`src/rtl/fpp_pkg.sv`:
```
// constants for the four-pin port with serial pin selection
package fpp_pkg;
  // register indices; byte address is four times the index
  localparam int unsigned ADDR_W = 18;
  localparam logic [15:0] IDX_DATA  = 16'hffd7;
  localparam logic [15:0] IDX_DIR   = 16'hffe7;
  localparam logic [15:0] IDX_IMODE = 16'hfff0;
  localparam logic [15:0] IDX_SCTL  = 16'hfff1;
  localparam logic [15:0] IDX_SMODE = 16'hfff2;
  localparam logic [15:0] IDX_SPIN  = 16'hfff3;
  localparam logic [15:0] IDX_PWR   = 16'hfff4;

  // reset and read values
  localparam logic [7:0] DATA_RST  = 8'hf8;
  localparam logic [7:0] DIR_RST   = 8'hf8;
  localparam logic [7:0] CTRL_RST  = 8'h00;
  localparam logic [7:0] UPPER_ONE = 8'hf8;
  localparam logic [7:0] DIR_READ  = 8'hff;

  // field positions
  localparam int unsigned GP_W          = 3;
  localparam int unsigned IMODE_IRQ_BIT = 0;
  localparam int unsigned SCTL_TE_BIT   = 5;
  localparam int unsigned SCTL_RE_BIT   = 4;
  localparam int unsigned SCTL_CKE1_BIT = 1;
  localparam int unsigned SCTL_CKE0_BIT = 0;
  localparam int unsigned SMODE_COM_BIT = 7;
  localparam int unsigned SPIN_SPC_BIT  = 0;
  localparam int unsigned PWR_LO_BIT    = 0;
  localparam int unsigned PWR_HI_BIT    = 1;

  // operating modes
  typedef enum logic [1:0] {
    FPP_ACTIVE    = 2'h0,
    FPP_SUBACTIVE = 2'h1,
    FPP_SLEEP     = 2'h2,
    FPP_STANDBY   = 2'h3
  } fpp_pwr_e;

  // axi responses
  localparam logic [1:0] RESP_OKAY   = 2'h0;
  localparam logic [1:0] RESP_SLVERR = 2'h2;
endpackage

```
`src/rtl/fpp_port.sv`:
```
// four-pin general-purpose port with serial and interrupt pin selection
//
// Contract
// - three bidirectional pins at bits 2..0, one input-only pin at bit 3
// - data latch resets to f8: upper bits one, data bits zero
// - read with direction bit 1 returns latched data, not pin level
// - read with direction bit 0 returns the sampled pin level
// - direction 1 drives latched data out, direction 0 makes an input
// - direction and data act only while the pin is in port use
// - direction register resets to f8, so all three pins are inputs
// - direction register is write-only and always reads all ones
// - input pin is port input, or interrupt request when select is one
// - pin 2 is transmit output when pin-enable and transmit-enable are one
// - pin 1 is receive input when receive-enable is one
// - pin 0 clock input on enable high, clock output on enable low with cke0 or sync
// - pins float in reset and standby, hold in sleep, else work
//
// The AXI4-Lite slave port was decided locally.
module fpp_port (
  input  wire logic [17:0] S_AXI_AWADDR_I,
  input  wire logic        S_AXI_AWVALID_I,
  output logic             S_AXI_AWREADY_O,
  input  wire logic [31:0] S_AXI_WDATA_I,
  input  wire logic [3:0]  S_AXI_WSTRB_I,
  input  wire logic        S_AXI_WVALID_I,
  output logic             S_AXI_WREADY_O,
  output logic [1:0]       S_AXI_BRESP_O,
  output logic             S_AXI_BVALID_O,
  input  wire logic        S_AXI_BREADY_I,
  input  wire logic [17:0] S_AXI_ARADDR_I,
  input  wire logic        S_AXI_ARVALID_I,
  output logic             S_AXI_ARREADY_O,
  output logic [31:0]      S_AXI_RDATA_O,
  output logic [1:0]       S_AXI_RRESP_O,
  output logic             S_AXI_RVALID_O,
  input  wire logic        S_AXI_RREADY_I,
  input  wire logic        CORE_CLK_I,
  input  wire logic        RSTN_I,
  input  wire logic [3:0]  PIN_I,
  output logic [2:0]       PIN_O,
  output logic [2:0]       PIN_OE_N_O,
  input  wire logic        SER_TXD_I,
  input  wire logic        SER_SCK_I,
  output logic             SER_RXD_O,
  output logic             SER_SCK_O,
  output logic             EXT_IRQ_N_O
);

  // software-visible state
  logic [2:0] data_latch;
  logic [2:0] dir;
  logic       irq_sel;
  logic       te;
  logic       re;
  logic       cke1;
  logic       cke0;
  logic       com;
  logic       spc;
  logic [1:0] pwr;

  // bus handshakes
  logic       aw_ready;
  logic       b_valid;
  logic [1:0] b_resp;
  logic       ar_ready;
  logic       r_valid;
  logic [1:0] r_resp;
  logic [7:0] r_data;

  // pin drivers
  logic [2:0] pin_o;
  logic [2:0] pin_oe_n;
  logic       rxd;
  logic       sck_in;
  logic       irq_n;

  // write decode
  wire [15:0] wr_idx   = S_AXI_AWADDR_I[17:2];
  wire        wr_fire  = aw_ready & S_AXI_AWVALID_I & S_AXI_WVALID_I;
  wire        wr_lane  = S_AXI_WSTRB_I[0];
  wire        wr_en    = wr_fire & wr_lane;
  wire [7:0]  wr_byte  = S_AXI_WDATA_I[7:0];
  wire        hit_data = (wr_idx == fpp_pkg::IDX_DATA);
  wire        hit_dir  = (wr_idx == fpp_pkg::IDX_DIR);
  wire        hit_imod = (wr_idx == fpp_pkg::IDX_IMODE);
  wire        hit_sctl = (wr_idx == fpp_pkg::IDX_SCTL);
  wire        hit_smod = (wr_idx == fpp_pkg::IDX_SMODE);
  wire        hit_spin = (wr_idx == fpp_pkg::IDX_SPIN);
  wire        hit_pwr  = (wr_idx == fpp_pkg::IDX_PWR);
  wire        wr_known = hit_data | hit_dir | hit_imod | hit_sctl |
                         hit_smod | hit_spin | hit_pwr;
  // a write is taken only with both channels present; slave may wait
  wire        next_aw_ready = ~aw_ready & ~b_valid &
                              S_AXI_AWVALID_I & S_AXI_WVALID_I;

  // pin function selection
  wire tx_sel   = spc & te;
  wire rx_sel   = re;
  wire sck_isel = cke1;
  wire sck_osel = ~cke1 & (cke0 | com);

  // drive enables, active high here, port use only when no function
  wire [2:0] drive;
  assign drive[2] = tx_sel ? 1'b1 : dir[2];
  assign drive[1] = rx_sel ? 1'b0 : dir[1];
  assign drive[0] = sck_isel ? 1'b0 :
                    sck_osel ? 1'b1 : dir[0];

  wire [2:0] func_o;
  assign func_o[2] = tx_sel ? SER_TXD_I : data_latch[2];
  assign func_o[1] = data_latch[1];
  assign func_o[0] = sck_osel ? SER_SCK_I : data_latch[0];

  // operating mode
  wire in_sleep   = (pwr == fpp_pkg::FPP_SLEEP);
  wire in_standby = (pwr == fpp_pkg::FPP_STANDBY);

  // sleep freezes the pins as they were; standby floats them
  wire [2:0] next_pin_oe_n = in_standby ? 3'b111 :
                             in_sleep   ? pin_oe_n : ~drive;
  wire [2:0] next_pin_o    = in_sleep ? pin_o : func_o;

  // port read value
  wire [2:0] gp_read = (dir & data_latch) |
                       (~dir & PIN_I[2:0]);
  wire       b3_read = irq_sel ? 1'b1 : PIN_I[3];
  wire [7:0] data_read = {fpp_pkg::UPPER_ONE[7:4], b3_read,
                          gp_read};

  // read decode
  wire [15:0] rd_idx  = S_AXI_ARADDR_I[17:2];
  wire        rd_fire = ar_ready & S_AXI_ARVALID_I;
  wire        next_ar_ready = ~ar_ready & ~r_valid & S_AXI_ARVALID_I;
  wire [7:0]  sctl_read = {2'h0, te, re, 2'h0, cke1, cke0};
  wire [7:0]  rd_val =
    (rd_idx == fpp_pkg::IDX_DATA)  ? data_read :
    (rd_idx == fpp_pkg::IDX_DIR)   ? fpp_pkg::DIR_READ :
    (rd_idx == fpp_pkg::IDX_IMODE) ? {7'h00, irq_sel} :
    (rd_idx == fpp_pkg::IDX_SCTL)  ? sctl_read :
    (rd_idx == fpp_pkg::IDX_SMODE) ? {com, 7'h00} :
    (rd_idx == fpp_pkg::IDX_SPIN)  ? {7'h00, spc} :
    (rd_idx == fpp_pkg::IDX_PWR)   ? {6'h00, pwr} : 8'h00;
  wire        rd_known =
    (rd_idx == fpp_pkg::IDX_DATA)  | (rd_idx == fpp_pkg::IDX_DIR)  |
    (rd_idx == fpp_pkg::IDX_IMODE) | (rd_idx == fpp_pkg::IDX_SCTL) |
    (rd_idx == fpp_pkg::IDX_SMODE) | (rd_idx == fpp_pkg::IDX_SPIN) |
    (rd_idx == fpp_pkg::IDX_PWR);

  // data and direction registers; only bits 2..0 are stored
  always_ff @(posedge CORE_CLK_I) begin
    if (!RSTN_I) begin
      data_latch <= fpp_pkg::DATA_RST[2:0];
      dir        <= fpp_pkg::DIR_RST[2:0];
    end else begin
      if (wr_en && hit_data) begin
        data_latch <= wr_byte[2:0];
      end
      if (wr_en && hit_dir) begin
        dir <= wr_byte[2:0];
      end
    end
  end

  // pin selection controls
  always_ff @(posedge CORE_CLK_I) begin
    if (!RSTN_I) begin
      irq_sel <= fpp_pkg::CTRL_RST[0];
      te      <= fpp_pkg::CTRL_RST[0];
      re      <= fpp_pkg::CTRL_RST[0];
      cke1    <= fpp_pkg::CTRL_RST[0];
      cke0    <= fpp_pkg::CTRL_RST[0];
      com     <= fpp_pkg::CTRL_RST[0];
      spc     <= fpp_pkg::CTRL_RST[0];
    end else begin
      if (wr_en && hit_imod) begin
        irq_sel <= wr_byte[fpp_pkg::IMODE_IRQ_BIT];
      end
      if (wr_en && hit_sctl) begin
        te   <= wr_byte[fpp_pkg::SCTL_TE_BIT];
        re   <= wr_byte[fpp_pkg::SCTL_RE_BIT];
        cke1 <= wr_byte[fpp_pkg::SCTL_CKE1_BIT];
        cke0 <= wr_byte[fpp_pkg::SCTL_CKE0_BIT];
      end
      if (wr_en && hit_smod) begin
        com <= wr_byte[fpp_pkg::SMODE_COM_BIT];
      end
      if (wr_en && hit_spin) begin
        spc <= wr_byte[fpp_pkg::SPIN_SPC_BIT];
      end
    end
  end

  // operating mode
  always_ff @(posedge CORE_CLK_I) begin
    if (!RSTN_I) begin
      pwr <= fpp_pkg::CTRL_RST[1:0];
    end else if (wr_en && hit_pwr) begin
      pwr <= wr_byte[fpp_pkg::PWR_HI_BIT:fpp_pkg::PWR_LO_BIT];
    end
  end

  // write channel
  always_ff @(posedge CORE_CLK_I) begin
    if (!RSTN_I) begin
      aw_ready <= 1'b0;
      b_valid  <= 1'b0;
      b_resp   <= fpp_pkg::RESP_OKAY;
    end else begin
      aw_ready <= next_aw_ready;
      if (wr_fire) begin
        b_valid <= 1'b1;
        b_resp  <= wr_known ? fpp_pkg::RESP_OKAY : fpp_pkg::RESP_SLVERR;
      end else if (S_AXI_BREADY_I) begin
        b_valid <= 1'b0;
      end
    end
  end

  // read channel; pin level is sampled at the address edge
  always_ff @(posedge CORE_CLK_I) begin
    if (!RSTN_I) begin
      ar_ready <= 1'b0;
      r_valid  <= 1'b0;
      r_resp   <= fpp_pkg::RESP_OKAY;
      r_data   <= 8'h00;
    end else begin
      ar_ready <= next_ar_ready;
      if (rd_fire) begin
        r_valid <= 1'b1;
        r_data  <= rd_val;
        r_resp  <= rd_known ? fpp_pkg::RESP_OKAY : fpp_pkg::RESP_SLVERR;
      end else if (S_AXI_RREADY_I) begin
        r_valid <= 1'b0;
      end
    end
  end

  // pin and function outputs; reset floats all pins
  always_ff @(posedge CORE_CLK_I) begin
    if (!RSTN_I) begin
      pin_o    <= 3'h0;
      pin_oe_n <= 3'h7;
      rxd      <= 1'b1;
      sck_in   <= 1'b1;
      irq_n    <= 1'b1;
    end else begin
      pin_o    <= next_pin_o;
      pin_oe_n <= next_pin_oe_n;
      rxd      <= rx_sel ? PIN_I[1] : 1'b1;
      sck_in   <= sck_isel ? PIN_I[0] : 1'b1;
      irq_n    <= irq_sel ? PIN_I[3] : 1'b1;
    end
  end

  // one cycle of latency on every function path, kept for flop outputs
  assign S_AXI_AWREADY_O = aw_ready;
  assign S_AXI_WREADY_O  = aw_ready;
  assign S_AXI_BVALID_O  = b_valid;
  assign S_AXI_BRESP_O   = b_resp;
  assign S_AXI_ARREADY_O = ar_ready;
  assign S_AXI_RVALID_O  = r_valid;
  assign S_AXI_RRESP_O   = r_resp;
  assign S_AXI_RDATA_O   = {24'h000000, r_data};
  assign PIN_O           = pin_o;
  assign PIN_OE_N_O      = pin_oe_n;
  assign SER_RXD_O       = rxd;
  assign SER_SCK_O       = sck_in;
  assign EXT_IRQ_N_O     = irq_n;

endmodule // fpp_port

```
`config.mk`:
```
export PLATFORM = sky130hd
export DESIGN_NAME = fpp_port
export DESIGN_NICKNAME = d
export VERILOG_FILES = /design/src/rtl/fpp_pkg.sv /design/src/rtl/fpp_port.sv
export SDC_FILE = /design/constraint.sdc
export NUM_CORES = 1
export LEC_CHECK = 0
export BUFFER_PORTS_ARGS = -buffer_cell sky130_fd_sc_hd__buf_2
export CORE_UTILIZATION = 45
export DETAILED_ROUTE_END_ITERATION = 12
export GPL_ROUTABILITY_DRIVEN = 1
export GPL_TIMING_DRIVEN = 1
export PLACE_DENSITY = 0.88
export SYNTH_ARGS = -nofsm -noshare
export SYNTH_HDL_FRONTEND = slang
export SYNTH_SLANG_ARGS = --single-unit
```
`constraint.sdc`:
```
create_clock -name CORE_CLK_I -period 4.8 [get_ports CORE_CLK_I]
set_input_delay 1.44 -clock CORE_CLK_I [delete_from_list [all_inputs] [get_ports CORE_CLK_I]]
set_output_delay 1.44 -clock CORE_CLK_I [all_outputs]
set_load 0.02 [all_outputs]
```
==> reports/results.txt <==
n_diodes: 0
Synth Register Bits: 38
area of the multi-input gates: 1125 sq um
minimum clock period: 2804 ps
Worst Setup Path Type: in -> reg
Hold-fix buffers, CTS: 0
Worst slew margin: 34.90%
top post-synthesis cells by area: dfxtp_1 (37%), buf_4 (9.9%), mux2i_1 (7.3%)
Synth Warn #: 0
vias in the first global route: 1893
post-CTS sizing: 0
slew at the pin closest to its max-slew limit: 969.1 ps
clock group share of total power: 40.3%
RSZ-0062 raised after global routing: false
Max Freq: 356.7 MHz
top_reg_cell synth: dfxtp_1
switching power: 0.1691 mW
Min-Delay Path Class: reg -> reg
Final Hold Vio Count: 0
Layout fillers: 417
Final Cycle Share: 58.41%
chip height: 69.45 um
count leader, synth: dfxtp_1
grt ovf: 0
CTS clk-pin slew, worst paths: 70 ps
share of cells above drive strength 1: 28.62%
Std-Cell Rows: 24
Area Overhead vs Synth: 19.32%
Yosys top cell by area: dfxtp_1
initial antenna violation count: 0
Placed Instance Area: 2333 sq um
final WL: 4929 um
remaining antenna violation count: 0
clock skew: 7.672 ps
Crit Path Max Fanout: 8
data required time at the worst endpoint: 5020 ps
Root Buffer: clkbuf_8
Slew Viols, Final: 0
Yosys top cell area share: 37.16%
Final Setup Violations: 0
power density cells: 272.4 nW/um^2
CTS tree: yes
TritonCTS Buffers: 5
DR vias/cell: 5.388
Wirelength per Cell: 13.58 um
DRC Markers: 0
post-layout instance area: 2442 sq um
routability congestion estimate from global placement: 0.8387
number of DRC markers in iteration 0: 101
Synth Area per Inst: 8.529 sq um
total power draw: 0.6653 mW
Cell Area, Synth: 2047 sq um
initial core utilization: 47.01%
First-pass DRT Iterations: 4
setup bufs post-CTS: 0
Leak Pwr: 1.063 nW
sequential area share after synthesis: 37.16%
Buffers on Ports: 75
Crit. End Element: flop
H-Tree Depth: 2
I/O pins: 135
Async S/R FF share, synth: 0%
ranking of synthesized cells by instance count: dfxtp_1 (38), nand2_1 (28), buf_4 (27), nand3_1 (17), mux2i_1 (15)
cell internal pwr: 0.4962 mW
largest net degree at the start of global routing: 26
combinational power share: 11.8%
library cells used by synthesis: 47
CP startpoint kind: input port
Cells after Synth: 240
setup TNS: 0 ps
Layout Nets: 395
DP HPWL: 3855 um
clock buffer depth: 2
DR vias: 1956
VDD IR max: 0.1223 mV
Max-Cap Viols: 0
EDFF count, synth: 0
Register Area: 760.7 sq um
Sw Share: 25.42%
Clock Sinks: 38
share of total power in sequential cells: 47.8%
run status: completed
global-route wire length before repair: 8466 um
Skew-Pair Late Insertion Delay: 300 ps
die width: 69.45 um
Core ar.: 4354 sq um
CP arrival: 3030 ps
GRT Total Usage: 21.92%
full die area: 4823 sq um
layout by cell type, fill, tap and decap left out, types with 3 or more instances in the layout:
master     n
o21ai_0   10
nor2b_1    4
a21oi_1   13
nor2_1    11
mux2i_1   15
nand3_1   17
and3_1     4
nand2b_1   6
conb_1    26
buf_2     75
nand2_1   28
clkbuf_8   5
a31oi_1    3
dfxtp_1   38
a32oi_1    3
nand3b_1   3
nand4_1    8
metrics by stage:
step,worst slack (ps),hold slack (ps),utilization [%],std cells
CTS,1983,446.3,56.09,363
floorplan,1990,400.2,-,265
finish,1996,445.3,56.09,363
global placement,1719,428.3,53.59,355
global route,1890,470.4,56.09,363
detailed placement,1671,436.7,53.59,355
state kept, by name, indices dropped and copies added, names as in the netlist:
register and cells:
pwr 2, spc 1, S_AXI_ARREADY_O 1, S_AXI_BVALID_O 1, S_AXI_BRESP_O 1, cke1 1
PIN_OE_N_O 3, SER_RXD_O 1, SER_SCK_O 1, PIN_O 3, com 1, te 1
data_latch 3, dir 3, re 1, S_AXI_AWREADY_O 1, irq_sel 1, S_AXI_RRESP_O 1
S_AXI_RVALID_O 1, cke0 1, r_data 8, EXT_IRQ_N_O 1
worst max-delay path: stages:
cell	delay [ps]
buf_2	80
nand4_1	120
or4_1	690
nor4_4	470
mux2i_1	230
kinds of logic (layout without fill, tap and decap cells):
group	after synthesis	count (layout)	share of synthesized area [%]
AO/OA/AOI/OAI	44	44	14.18
multiplexers	15	15	7.335
XOR/XNOR	1	1	0.4280
flip-flops	38	38	37.16
AND/OR/NAND/NOR	102	102	28.24
other	1	26	0.1832
buffers and inverters	39	85	12.47
area by class of cell:
| type | instances | area share [%] |
|---|---|---|
| multi-input combinational | 188 | 46.06 |
| tap | 52 | 2.664 |
| clock inverter | 3 | 1.639 |
| inverter | 2 | 0.3074 |
| clock buffer | 5 | 2.818 |
| sequential | 38 | 31.15 |
| timing repair buffer | 75 | 15.37 |
power by group through the flow:
| stage | combinational (mW) | sequential (mW) | clock, mW |
|---|---|---|---|
| final | 0.0787 | 0.318 | 0.268 |
| after detailed placement | 0.0771 | 0.326 | 0 |
| after global placement | 0.0762 | 0.326 | 0 |
| after CTS | 0.0776 | 0.318 | 0.274 |
| after floorplan | 0.0599 | 0.328 | 0 |
| after global routing | 0.0860 | 0.319 | 0.292 |
metal layers:
layer | global-route usage [%] | part of all wire, % | vias to the layer above
met3 | 6.541 | 7.3 | 9
met5 | 0 | 0 | -
met1 | 25.52 | 41 | 907
li1 | - | - | 961
met2 | 37.32 | 51 | 79
met4 | 9.070 | 1.6 | 0
final timing paths:
kind                 startpoint         endpoint  slack [ps]  cells after the start
min              S_AXI_RVALID_O  S_AXI_ARREADY_O         450                      1
max reg2reg     S_AXI_AWREADY_O           pwr[0]        3240                      4
min reg2reg      S_AXI_RVALID_O  S_AXI_ARREADY_O         450                      1
max          S_AXI_AWADDR_I[15]           dir[0]        2000                      5
Power figures use the tool's default switching activity.
